<file path="config.mk">
export PLATFORM = sky130hd
export DESIGN_NAME = swsc_slave_link
export DESIGN_NICKNAME = d
export VERILOG_FILES = /design/src/pkg/swsc_pkg.sv /design/src/pkg/swsc_crc_if.sv /design/src/logic/swsc_crc.sv /design/src/logic/swsc_line_filter.sv /design/src/logic/swsc_slave_link.sv
export SDC_FILE = /design/constraint.sdc
export NUM_CORES = 1
export LEC_CHECK = 0
export BUFFER_PORTS_ARGS = -buffer_cell sky130_fd_sc_hd__buf_2
export CAP_MARGIN = 15
export CELL_PAD_IN_SITES_DETAIL_PLACEMENT = 1
export CELL_PAD_IN_SITES_GLOBAL_PLACEMENT = 1
export CORE_AREA = 2 2 100 102
export CTS_BUF_LIST = sky130_fd_sc_hd__clkbuf_8
export DETAILED_ROUTE_END_ITERATION = 8
export DIE_AREA = 0 0 102 104
export GPL_ROUTABILITY_DRIVEN = 0
export PLACE_DENSITY_LB_ADDON = 0.1
export SLEW_MARGIN = 25
export SYNTH_ARGS = -nofsm -noshare
export SYNTH_HDL_FRONTEND = slang
export SYNTH_HIERARCHICAL = 1
export SYNTH_SLANG_ARGS = --single-unit
export TNS_END_PERCENT = 10
</file>
<file path="constraint.sdc">
create_clock -name sys_clk -period 8.9 [get_ports sys_clk]
set_clock_uncertainty 0.15 [all_clocks]
set_input_delay 1.335 -clock sys_clk [delete_from_list [all_inputs] [get_ports sys_clk]]
set_output_delay 1.335 -clock sys_clk [all_outputs]
set_load 0.01 [all_outputs]
</file>
<file path="src/pkg/swsc_pkg.sv">
`default_nettype none
package swsc_pkg;
	localparam int CLK_MHZ = 25;
	localparam int LONG_RESET_US = 690;
	localparam int STD_RESET_US = 400;
	localparam int FAST_RESET_US = 48;
	localparam int STD_SAMPLE_US = 30;
	localparam int FAST_SAMPLE_US = 3;
	localparam int STD_HOLD_US = 30;
	localparam int FAST_HOLD_US = 3;
	localparam int STD_PDLY_US = 30;
	localparam int FAST_PDLY_US = 3;
	localparam int STD_PLOW_US = 120;
	localparam int FAST_PLOW_US = 12;
	localparam int STD_SLOT_MAX_US = 120;
	localparam int FAST_SLOT_MAX_US = 16;
	localparam int HYST_NS = 120;
	localparam int LPF_NS = 1000;
	localparam int STD_REH_NS = 5000;
	localparam int FAST_REH_NS = 2000;

	localparam int LONG_RESET_CYC = LONG_RESET_US * CLK_MHZ;
	localparam int STD_RESET_CYC = STD_RESET_US * CLK_MHZ;
	localparam logic [15:0] FAST_RESET_CYC = 16'(FAST_RESET_US * CLK_MHZ);
	localparam logic [15:0] STD_SAMPLE_CYC = 16'(STD_SAMPLE_US * CLK_MHZ);
	localparam logic [15:0] FAST_SAMPLE_CYC = 16'(FAST_SAMPLE_US * CLK_MHZ);
	localparam logic [15:0] STD_HOLD_CYC = 16'(STD_HOLD_US * CLK_MHZ);
	localparam logic [15:0] FAST_HOLD_CYC = 16'(FAST_HOLD_US * CLK_MHZ);
	localparam logic [15:0] STD_PDLY_CYC = 16'(STD_PDLY_US * CLK_MHZ);
	localparam logic [15:0] FAST_PDLY_CYC = 16'(FAST_PDLY_US * CLK_MHZ);
	localparam logic [15:0] STD_PLOW_CYC = 16'(STD_PLOW_US * CLK_MHZ);
	localparam logic [15:0] FAST_PLOW_CYC = 16'(FAST_PLOW_US * CLK_MHZ);
	localparam logic [15:0] STD_SLOT_MAX_CYC = 16'(STD_SLOT_MAX_US * CLK_MHZ);
	localparam logic [15:0] FAST_SLOT_MAX_CYC = 16'(FAST_SLOT_MAX_US * CLK_MHZ);
	localparam logic [7:0] HYST_CYC = 8'((HYST_NS * CLK_MHZ + 999) / 1000);
	localparam logic [7:0] LPF_CYC = 8'((LPF_NS * CLK_MHZ + 999) / 1000);
	localparam logic [7:0] STD_REH_CYC = 8'((STD_REH_NS * CLK_MHZ + 999) / 1000);
	localparam logic [7:0] FAST_REH_CYC = 8'((FAST_REH_NS * CLK_MHZ + 999) / 1000);

	localparam logic [7:0] CRC8_POLY = 8'h8C;
	localparam logic [15:0] CRC16_POLY = 16'hA001;

	typedef enum logic [2:0] {
		SWSC_IDLE = 3'b000,
		SWSC_LOW = 3'b001,
		SWSC_PWAIT = 3'b010,
		SWSC_PDRIVE = 3'b011,
		SWSC_PREL = 3'b100
	} swsc_state_t;

	function automatic logic [15:0] sat_inc(input logic [15:0] v);
		sat_inc = (v == 16'hFFFF) ? v : 16'(v + 16'h0001);
	endfunction

	function automatic logic [7:0] crc8_step(input logic [7:0] c, input logic d);
		crc8_step = {1'b0, c[7:1]} ^ ((c[0] ^ d) ? CRC8_POLY : 8'h00);
	endfunction

	function automatic logic [15:0] crc16_step(input logic [15:0] c, input logic d);
		crc16_step = {1'b0, c[15:1]} ^ ((c[0] ^ d) ? CRC16_POLY : 16'h0000);
	endfunction
endpackage
`default_nettype wire

</file>
<file path="src/pkg/swsc_crc_if.sv">
`default_nettype none
interface swsc_crc_if;
	logic clear;
	logic shift;
	logic din;
	logic [7:0] crc8;
	logic [15:0] crc16;
	modport engine(input clear, input shift, input din, output crc8, output crc16);
	modport user(output clear, output shift, output din, input crc8, input crc16);
endinterface
`default_nettype wire

</file>
<file path="src/logic/swsc_crc.sv">
`default_nettype none
module swsc_crc (
	input wire logic sys_clk,
	input wire logic rst,
	swsc_crc_if.engine bus
);
	logic [7:0] crc8_reg;
	logic [15:0] crc16_reg;
	wire logic [7:0] crc8_base;
	wire logic [15:0] crc16_base;

	// Clear and shift together shifts into a cleared generator
	assign crc8_base = bus.clear ? 8'h00 : crc8_reg;
	assign crc16_base = bus.clear ? 16'h0000 : crc16_reg;
	assign bus.crc8 = crc8_reg;
	assign bus.crc16 = crc16_reg;

	always_ff @(posedge sys_clk) begin
		if (rst) begin
			crc8_reg <= 8'h00;
			crc16_reg <= 16'h0000;
		end else if (bus.shift) begin
			crc8_reg <= swsc_pkg::crc8_step(crc8_base, bus.din);
			crc16_reg <= swsc_pkg::crc16_step(crc16_base, bus.din);
		end else begin
			crc8_reg <= crc8_base;
			crc16_reg <= crc16_base;
		end
	end
endmodule
`default_nettype wire

</file>
<file path="src/logic/swsc_line_filter.sv">
`default_nettype none
module swsc_line_filter (
	input wire logic sys_clk,
	input wire logic rst,
	input wire logic line_in,
	input wire logic fast,
	output logic line_high,
	output logic fall_pulse,
	output logic rise_pulse
);
	logic [2:0] sync_reg;
	logic filt_reg;
	logic [7:0] cnt_reg;
	logic [7:0] hold_reg;
	logic fall_reg;
	logic rise_reg;
	wire logic agree;
	wire logic differs;
	wire logic [7:0] thr;
	wire logic take;
	wire logic [7:0] cnt_next;
	wire logic [7:0] hold_next;

	assign agree = sync_reg[1] == sync_reg[2];
	assign differs = agree && (sync_reg[2] != filt_reg);
	// Falls need the low to last longer at standard speed
	assign thr = (filt_reg && !fast) ? 8'(swsc_pkg::HYST_CYC + swsc_pkg::LPF_CYC)
		: swsc_pkg::HYST_CYC;
	// A low still present when hold-off ends is a new fall
	assign take = differs && (cnt_reg >= thr) && (!filt_reg || hold_reg == 8'h00);
	assign cnt_next = take ? 8'h00 : differs ? ((cnt_reg == 8'hFF) ? cnt_reg
		: 8'(cnt_reg + 8'h01)) : agree ? 8'h00 : cnt_reg;
	assign hold_next = (take && !filt_reg)
		? (fast ? swsc_pkg::FAST_REH_CYC : swsc_pkg::STD_REH_CYC)
		: (hold_reg != 8'h00) ? 8'(hold_reg - 8'h01) : hold_reg;
	assign line_high = filt_reg;
	assign fall_pulse = fall_reg;
	assign rise_pulse = rise_reg;

	always_ff @(posedge sys_clk) begin
		if (rst) begin
			sync_reg <= 3'h7;
			filt_reg <= 1'b1;
			cnt_reg <= 8'h00;
			hold_reg <= 8'h00;
			fall_reg <= 1'b0;
			rise_reg <= 1'b0;
		end else begin
			sync_reg <= {sync_reg[1:0], line_in};
			filt_reg <= take ? sync_reg[2] : filt_reg;
			cnt_reg <= cnt_next;
			hold_reg <= hold_next;
			fall_reg <= take && filt_reg;
			rise_reg <= take && !filt_reg;
		end
	end
endmodule
`default_nettype wire

</file>
<file path="src/logic/swsc_slave_link.sv">
`default_nettype none
// Overview of operation
// - Master starts slots; device starts only presence
// - Standard timing unless fast speed was set
// - Reset of 690 us clears fast speed
// - Short reset at fast speed keeps it
// - After reset rise, wait, then drive presence
// - Ready for data right after presence ends
// - One bit per slot, either direction
// - Slot timer starts at each accepted fall
// - Recovery hold-off after each rise
// - Read zero pulls low until timer ends
// - Extra fall filtering at standard speed only
// - Shallow negative glitches are not edges
// - Ignore glitches inside hold-off, not beyond
// - ROM check is 8-bit CRC, uninverted
// - 16-bit CRC, always sent inverted
// - Memory read first pass: clear, command, address, data
// - Memory read later passes: clear, data only
// - Scratchpad write CRC sent at offset end
// - Scratchpad read CRC includes status byte
// - Fast-speed commands set speed until long reset
module swsc_slave_link #(
	parameter int STD_RESET_CYC = swsc_pkg::STD_RESET_CYC,
	parameter int LONG_RESET_CYC = swsc_pkg::LONG_RESET_CYC
) (
	input wire logic sys_clk,
	input wire logic rst,
	input wire logic line_in,
	output logic line_out,
	output logic line_oe,
	input wire logic fast_set,
	output logic fast_speed_flag,
	output logic link_ready,
	output logic reset_seen,
	output logic presence_active,
	input wire logic tx_valid,
	input wire logic tx_bit,
	output logic bit_done,
	output logic bit_value,
	output logic bit_was_read,
	output logic rx_byte_valid,
	output logic [7:0] rx_byte,
	output logic [2:0] bit_index,
	output logic slot_fault,
	input wire logic crc_clear,
	input wire logic crc_en,
	output logic [7:0] crc8_value,
	output logic [15:0] crc16_tx
);
	swsc_pkg::swsc_state_t state_reg;
	swsc_pkg::swsc_state_t state_next;
	logic [15:0] cnt_reg;
	logic [15:0] cnt_next;
	logic fast_reg;
	logic fast_next;
	logic ready_reg;
	logic ready_next;
	logic drive_reg;
	logic drive_next;
	logic read_reg;
	logic read_next;
	logic val_reg;
	logic val_next;
	logic done_reg;
	logic done_next;
	logic fault_reg;
	logic fault_next;
	logic rst_seen_reg;
	logic rst_seen_next;
	logic rxv_reg;
	logic rxv_next;
	logic [7:0] byte_reg;
	logic [7:0] byte_next;
	logic [2:0] idx_reg;
	logic [2:0] idx_next;

	wire logic line_high;
	wire logic fall_pulse;
	wire logic rise_pulse;
	wire logic [15:0] sample_cyc;
	wire logic [15:0] hold_cyc;
	wire logic [15:0] pdly_cyc;
	wire logic [15:0] plow_cyc;
	wire logic [15:0] slot_max_cyc;
	wire logic [15:0] reset_cyc;
	wire logic sample_hit;
	wire logic hold_hit;
	wire logic reset_hit;
	wire logic long_hit;
	wire logic fault_hit;
	wire logic read_req;
	wire logic slot_end;
	wire logic good_bit;

	swsc_crc_if crc_bus();

	swsc_line_filter u_filter (
		.sys_clk(sys_clk),
		.rst(rst),
		.line_in(line_in),
		.fast(fast_reg),
		.line_high(line_high),
		.fall_pulse(fall_pulse),
		.rise_pulse(rise_pulse)
	);

	swsc_crc u_crc (
		.sys_clk(sys_clk),
		.rst(rst),
		.bus(crc_bus.engine)
	);

	// Timing set follows the current speed
	assign sample_cyc = fast_reg ? swsc_pkg::FAST_SAMPLE_CYC : swsc_pkg::STD_SAMPLE_CYC;
	assign hold_cyc = fast_reg ? swsc_pkg::FAST_HOLD_CYC : swsc_pkg::STD_HOLD_CYC;
	assign pdly_cyc = fast_reg ? swsc_pkg::FAST_PDLY_CYC : swsc_pkg::STD_PDLY_CYC;
	assign plow_cyc = fast_reg ? swsc_pkg::FAST_PLOW_CYC : swsc_pkg::STD_PLOW_CYC;
	assign slot_max_cyc = fast_reg ? swsc_pkg::FAST_SLOT_MAX_CYC
		: swsc_pkg::STD_SLOT_MAX_CYC;
	assign reset_cyc = fast_reg ? swsc_pkg::FAST_RESET_CYC : 16'(STD_RESET_CYC);

	assign sample_hit = cnt_reg == sample_cyc;
	assign hold_hit = cnt_reg >= hold_cyc;
	assign reset_hit = cnt_reg >= reset_cyc;
	// Fast reset threshold lies below the keep limit
	assign long_hit = cnt_reg >= 16'(LONG_RESET_CYC);
	assign fault_hit = cnt_reg > slot_max_cyc;
	assign read_req = tx_valid && ready_reg;
	assign slot_end = (state_reg == swsc_pkg::SWSC_LOW) && rise_pulse;
	assign good_bit = slot_end && !reset_hit && !fault_hit && ready_reg;

	// Bits enter the generators in line order
	assign crc_bus.clear = crc_clear;
	assign crc_bus.shift = good_bit && crc_en;
	assign crc_bus.din = val_reg;

	assign line_out = 1'b0;
	assign line_oe = drive_reg;
	assign fast_speed_flag = fast_reg;
	assign link_ready = ready_reg;
	assign reset_seen = rst_seen_reg;
	assign presence_active = state_reg == swsc_pkg::SWSC_PDRIVE;
	assign bit_done = done_reg;
	assign bit_value = val_reg;
	assign bit_was_read = read_reg;
	assign rx_byte_valid = rxv_reg;
	assign rx_byte = byte_reg;
	assign bit_index = idx_reg;
	assign slot_fault = fault_reg;
	assign crc8_value = crc_bus.crc8;
	assign crc16_tx = ~crc_bus.crc16;

	always_comb begin
		state_next = state_reg;
		cnt_next = swsc_pkg::sat_inc(cnt_reg);
		fast_next = fast_reg;
		ready_next = ready_reg;
		drive_next = drive_reg;
		read_next = read_reg;
		val_next = val_reg;
		done_next = 1'b0;
		fault_next = 1'b0;
		rst_seen_next = 1'b0;
		rxv_next = 1'b0;
		byte_next = byte_reg;
		idx_next = idx_reg;
		case (state_reg)
			swsc_pkg::SWSC_IDLE,
			swsc_pkg::SWSC_PWAIT: begin
				if (fall_pulse) begin
					// Every slot opens on a master fall
					state_next = swsc_pkg::SWSC_LOW;
					cnt_next = 16'h0000;
					read_next = read_req;
					drive_next = read_req && !tx_bit;
					val_next = read_req ? tx_bit : 1'b1;
				end else if (state_reg == swsc_pkg::SWSC_PWAIT && cnt_reg >= pdly_cyc) begin
					state_next = swsc_pkg::SWSC_PDRIVE;
					cnt_next = 16'h0000;
					drive_next = 1'b1;
				end
			end
			swsc_pkg::SWSC_LOW: begin
				if (sample_hit && !read_reg) begin
					val_next = line_high;
				end
				if (drive_reg && hold_hit) begin
					drive_next = 1'b0;
				end
				if (rise_pulse) begin
					cnt_next = 16'h0000;
					drive_next = 1'b0;
					if (reset_hit) begin
						state_next = swsc_pkg::SWSC_PWAIT;
						rst_seen_next = 1'b1;
						ready_next = 1'b0;
						idx_next = 3'h0;
						if (long_hit) begin
							fast_next = 1'b0;
						end
					end else if (fault_hit) begin
						state_next = swsc_pkg::SWSC_IDLE;
						fault_next = 1'b1;
					end else begin
						state_next = swsc_pkg::SWSC_IDLE;
						done_next = ready_reg;
					end
				end
			end
			swsc_pkg::SWSC_PDRIVE: begin
				if (cnt_reg >= plow_cyc) begin
					state_next = swsc_pkg::SWSC_PREL;
					drive_next = 1'b0;
				end
			end
			swsc_pkg::SWSC_PREL: begin
				if (rise_pulse || line_high) begin
					state_next = swsc_pkg::SWSC_IDLE;
					ready_next = 1'b1;
				end
			end
			default: begin
				state_next = swsc_pkg::SWSC_IDLE;
				drive_next = 1'b0;
			end
		endcase
		if (good_bit) begin
			byte_next = {val_reg, byte_reg[7:1]};
			idx_next = 3'(idx_reg + 3'h1);
			rxv_next = idx_reg == 3'h7;
		end
		if (fast_set) begin
			fast_next = 1'b1;
		end
	end

	always_ff @(posedge sys_clk) begin
		if (rst) begin
			state_reg <= swsc_pkg::SWSC_IDLE;
			cnt_reg <= 16'h0000;
			fast_reg <= 1'b0;
			ready_reg <= 1'b0;
			drive_reg <= 1'b0;
			read_reg <= 1'b0;
			val_reg <= 1'b1;
			done_reg <= 1'b0;
			fault_reg <= 1'b0;
			rst_seen_reg <= 1'b0;
			rxv_reg <= 1'b0;
			byte_reg <= 8'h00;
			idx_reg <= 3'h0;
		end else begin
			state_reg <= state_next;
			cnt_reg <= cnt_next;
			fast_reg <= fast_next;
			ready_reg <= ready_next;
			drive_reg <= drive_next;
			read_reg <= read_next;
			val_reg <= val_next;
			done_reg <= done_next;
			fault_reg <= fault_next;
			rst_seen_reg <= rst_seen_next;
			rxv_reg <= rxv_next;
			byte_reg <= byte_next;
			idx_reg <= idx_next;
		end
	end
endmodule
`default_nettype wire

</file>
After elaboration in Yosys (flattened, before gate mapping)
Cells that the tools add are included.

Output and inout bits: 46. Input bits: 8. ROM bits: 0. Register bits after elaboration: 85. Memories: 0. Latch bits: 0. RAM bits: 0. Word-level logic and storage cells: 165.

Multiply operators: 0. Add/sub/neg operators: 4. Muxes and demuxes: 54. Eq/ne operators: 19. Divide/modulo/power cells: 0. Shift operators: 0. Bitwise logic cells: 9. Magnitude comparators: 6. Reductions and logical operators: 52.

Operator list (number): $mux W16 (7); $mux W8 (8); $pmux W16 S2 (1); $mux W3 (9); $mux W12 (2); $reduce_bool A2 Y1 (11); $mux W1 (18); $add A16 B1 Y16 const B (1); $eq A16 B10 Y1 (1); $eq A16 B16 Y1 const B (1); $ge A16 B10 Y1 (1); $ge A16 B12 Y1 (1); $ge A16 B14 Y1 (1); $ge A16 B15 Y1 const B (1); $gt A16 B12 Y1 (1); $logic_and A1 B1 Y1 (16); $not A16 Y16 (1); $reduce_and A4 Y1 (4); $xor A15 B16 Y16 (1); $mux W14 (1); $pmux W3 S4 (1); $mux W10 (1); $add A8 B1 Y8 const B (1); $eq A8 B8 Y1 const B (1); other kinds (31) (53).

Logic depth before layout (Yosys ltp)
Depth after elaboration: 8. Gate-level depth with buffers: 14.

By module
The synthesis kept the hierarchy.

By module, submodules not included: swsc_slave_link (instances 1, cells an instance 276, sequential area each 780.7 um^2, area an instance 2285.9 um^2); swsc_line_filter (instances 1, cells an instance 133, sequential area each 440.4 um^2, area an instance 1203.7 um^2); swsc_crc (instances 1, cells an instance 105, sequential area each 480.5 um^2, area an instance 1033.5 um^2).

Worst setup path after synthesis
Ideal clock, no wire load.

Path kind: register to register. Start point: register fast_reg (netlist: fast_speed_flag). End point: register u_crc.crc8_reg[3] (netlist: u_crc/bus.crc8[3]). Arrival: 3.303 ns. Path slack: 5.316 ns. Period minus slack after synthesis: 3.584 ns. Stages on the path, launching flop included: 14. Path through: dfxtp_1 inv_1 ha_1 a211o_1 a21oi_1 o21ai_1 a2111o_1 nand3b_4 buf_6 nor2_1 buf_6 mux2_1 a221oi_1 a311oi_1.

Cells in the longest elaborated chain, start to end: 8.

RTL lines: start, declared (RTL line swsc_slave_link.sv:55) `logic fast_reg;`; start signal, assigned (RTL line swsc_slave_link.sv:256) `fast_reg <= fast_next;`; $mux W14 (RTL line swsc_slave_link.sv:121) `assign reset_cyc = fast_reg ? swsc_pkg::FAST_RESET_CYC : 16'(STD_RESET_CYC);`; $ge A16 B14 Y1 (RTL line swsc_slave_link.sv:125) `assign reset_hit = cnt_reg >= reset_cyc;`; $logic_not A1 Y1 (RTL line swsc_slave_link.sv:131) `assign good_bit = slot_end && !reset_hit && !fault_hit && ready_reg;`; $logic_and A1 B1 Y1 (RTL line swsc_slave_link.sv:131); $logic_and A1 B1 Y1 * (2 in a row) (RTL line swsc_slave_link.sv:131); $logic_and A1 B1 Y1 * (RTL line swsc_slave_link.sv:135) `assign crc_bus.shift = good_bit && crc_en;`; named net crc_bus.shift (RTL line swsc_crc_if.sv:4) `logic shift;`; $mux W8 * (RTL line swsc_crc.sv:22) `end else if (bus.shift) begin`; end signal, assigned (RTL line swsc_crc.sv:23) `crc8_reg <= swsc_pkg::crc8_step(crc8_base, bus.din);`; end signal, assigned (RTL line swsc_crc.sv:26) `crc8_reg <= crc8_base;`; end, declared (RTL line swsc_crc.sv:7) `logic [7:0] crc8_reg;`.

Mark *: on every way through the listed nets, which the timed path passes. The rest lies on a longest branch. A chain may end at the register's enable or synchronous reset.

Worst setup path in the final report
Same ends and word-level chain as after synthesis.

==> flow_summary.json <==
{
  "die_y_um": 104,
  "p_seq_share_pct": 50.4,
  "dieArea_um2": 10600,
  "final.fill_count": 1170,
  "comb_power_share_pct": 16.7,
  "core_um2": 9550,
  "avgViaCountPerCell": 5.50,
  "p_leak_nw": 2.06,
  "layout_min_cycle_time_ns": 4.15,
  "post_cts_resized": 0,
  "clock_latency_ns": 0.36,
  "die_x_um": 102,
  "synth-edff-count": 0,
  "worstMarginPinSlew_ns": 0.853,
  "switching_share_pct": 28.2,
  "grtUsageMet3_pct": 3.29,
  "worstSetupStartpointType": "flip-flop",
  "synthArstFlopShare_pct": 0,
  "num_vias": 3826,
  "cts_tree": "done",
  "num_antenna_cells": 0,
  "post_drt_wl_per_cell_um": 15.3,
  "fin_cells": 696,
  "numPortBuffers": 52,
  "p_switching_mw": 0.232,
  "hpwl_mm": 7.93,
  "grt_max_degree": 47,
  "worst_hold_slack_ns": 0.266,
  "worstPathMaxFanout": 29,
  "synth_cell_types": 72,
  "syn_nets": 547,
  "htreeDepth": 3,
  "clockBufferDepth": 2,
  "p_int_mw": 0.591,
  "rsz0062_at_grt": "false",
  "r2r_start": "fast_speed_flag$_SDFFE_PP0P_",
  "use_met1_pct": 27.1,
  "area_delta_synth_final_pct": 10.9,
  "peakVddDrop_v": 0.0000853,
  "rows": 36,
  "synth_largest_area_cell": "dfxtp_1",
  "cap_violations": 0,
  "start_util_pct": 47.4,
  "synthTopCellsByCount": "dfxtp_1, nor2_1, inv_1, mux2i_1, nand2_1",
  "track_usage_pct": 21.0,
  "yosysTopAreaCellShare_pct": 37.6,
  "route.detailed.drc": 0,
  "dp_cells": 680,
  "status": "finished clean",
  "io_pins": 54,
  "use_met2_pct": 34.3,
  "synth_seq_area_share_pct": 37.6,
  "grt_pass1_wl_mm": 18.0,
  "dr.pass1.iters": 4,
  "grt_overflow_total": 0,
  "finalHoldViolCount": 0,
  "synth_ff_type": "dfxtp_1",
  "setup_tns_ns": 0,
  "relSlewSlack_pct": 43.1,
  "hold_path.class": "flip-flop to flip-flop",
  "cts_root_buf": "clkbuf_8",
  "first_iter_violations": 76,
  "hold_path.startpoint": "u_filter/sync_reg[0]$_SDFF_PP1_",
  "crit_path_end_kind": "flip-flop",
  "post_cts_buffers": 0,
  "fin_nets": 591,
  "synth_area_um2": 4520,
  "avgSynthCellArea_um2": 8.80,
  "cts.reportedPaths.clkPinSlew_ns": 0.09,
  "drtAntennaViolNets": 0,
  "fmax_ghz": 0.241,
  "p_per_area_nw_per_um2": 164,
  "worstPathRequired_ns": 8.96,
  "wirelength_mm": 10.7,
  "synth_seq_cells": 85,
  "clock_power_share_pct": 32.9,
  "cp-startpoint": "fast_speed_flag$_SDFFE_PP0P_",
  "drv_slew": 0,
  "antenna_found_initial": 0,
  "clock-sinks": 85,
  "ctsHoldBuffers": 0,
  "drive_above_1_share_pct": 15.8,
  "setup_viol": 0,
  "synth_most_common_cell": "dfxtp_1",
  "syn_inst": 514,
  "busiest_layer": "met2",
  "crit_arrival_ns": 4.22,
  "ys_top_cells_by_area": "dfxtp_1, ha_1, mux2i_1",
  "fin_crit_sh_pct": 46.7,
  "cts_buffers": 9,
  "crit_type": "flip-flop to flip-flop",
  "grt_pass1_vias": 3811,
  "ys_warn_count": 6
}
worst paths after layout:
kind / end / slack (ns) / cells past startpoint
max: u_crc/bus.crc8[3]$_SDFF_PP0_ / 4.75 / 12
min: u_filter/sync_reg[1]$_SDFF_PP1_ / 0.27 / 1
max reg2reg: u_crc/bus.crc8[3]$_SDFF_PP0_ / 4.75 / 12
min reg2reg: u_filter/sync_reg[1]$_SDFF_PP1_ / 0.27 / 1
cell families after synthesis:
family / after synthesis / share of synthesized area [%]
buffers and inverters: 54 / 5.86
AO/OA/AOI/OAI: 92 / 14.4
other: 1 / 0.0829
multiplexers: 31 / 6.92
adder cells (fa/ha/maj): 25 / 6.92
AND/OR/NAND/NOR: 201 / 23.3
flip-flops: 85 / 37.6
XOR/XNOR: 25 / 4.84
critical path, stage by stage (launching register included):
cell	delay [ns]
dfxtp_1	0.68
inv_1	0.18
ha_1	0.36
a211o_1	0.30
a21oi_1	0.15
o21ai_1	0.09
a2111o_1	0.50
nand3b_4	0.33
nor2_2	0.14
buf_4	0.38
mux2_1	0.37
a221oi_1	0.26
a311oi_1	0.09
final cells by class:
class                           count  area (um^2)  area share (%)
Multi-Input combinational cell    375         2560            51.0
Timing Repair Buffer               53          268            5.34
Inverter                           34          128            2.54
Clock inverter                      6         55.1            1.10
Tap cell                          133          166            3.32
Clock buffer                       10          138            2.74
Sequential cell                    85         1700            33.9
power groups by stage:
stage / logic, mW / registers (mW) / clock network (mW)
after floorplan: 0.114 / 0.419 / 0
after global placement: 0.132 / 0.422 / 0
after detailed placement: 0.138 / 0.424 / 0
after CTS: 0.139 / 0.415 / 0.279
after global routing: 0.158 / 0.418 / 0.299
final: 0.137 / 0.415 / 0.271
per-stage QoR:
| step | setup WS [ns] | area [um^2] | utilization (%) | power, mW |
|---|---|---|---|---|
| 6_report | 4.75 | 5010 | 52.5 | 0.823 |
| 3_5_place_dp | 4.74 | 4820 | 50.5 | 0.562 |
| 2_1_floorplan | 5.32 | 4520 | - | 0.533 |
| 4_1_cts | 4.73 | 5010 | 52.5 | 0.833 |
| 5_1_grt | 4.39 | 5010 | 52.5 | 0.875 |
| 3_3_place_gp | 4.91 | 4820 | 50.5 | 0.555 |
placed cells by master (no fill, tap or decap), types with 3 or more instances in the layout:
cell type,instances
nor3b_1,5
nand3_1,18
and3_1,7
nor2_1,73
nand4_1,8
ha_1,25
dfxtp_1,85
nand2_1,28
or2_2,4
nand2b_1,10
or3_1,3
xnor2_1,8
xor2_1,17
nor3_1,9
a211o_1,4
buf_2,52
and2_1,7
nor4_1,4
o211ai_1,3
o21ai_0,12
and3b_1,3
clkbuf_8,10
inv_1,36
a21oi_1,27
a211oi_1,6
nor2b_1,3
mux2i_1,29
a21o_1,4
o21ai_1,4
routing by layer:
metal	vias to the layer above	wire, um
met5	-	0
met4	0	285
met3	23	302
met2	58	5020
met1	1853	5070
li1	1892	-
(Power assumes the default switching activity.)
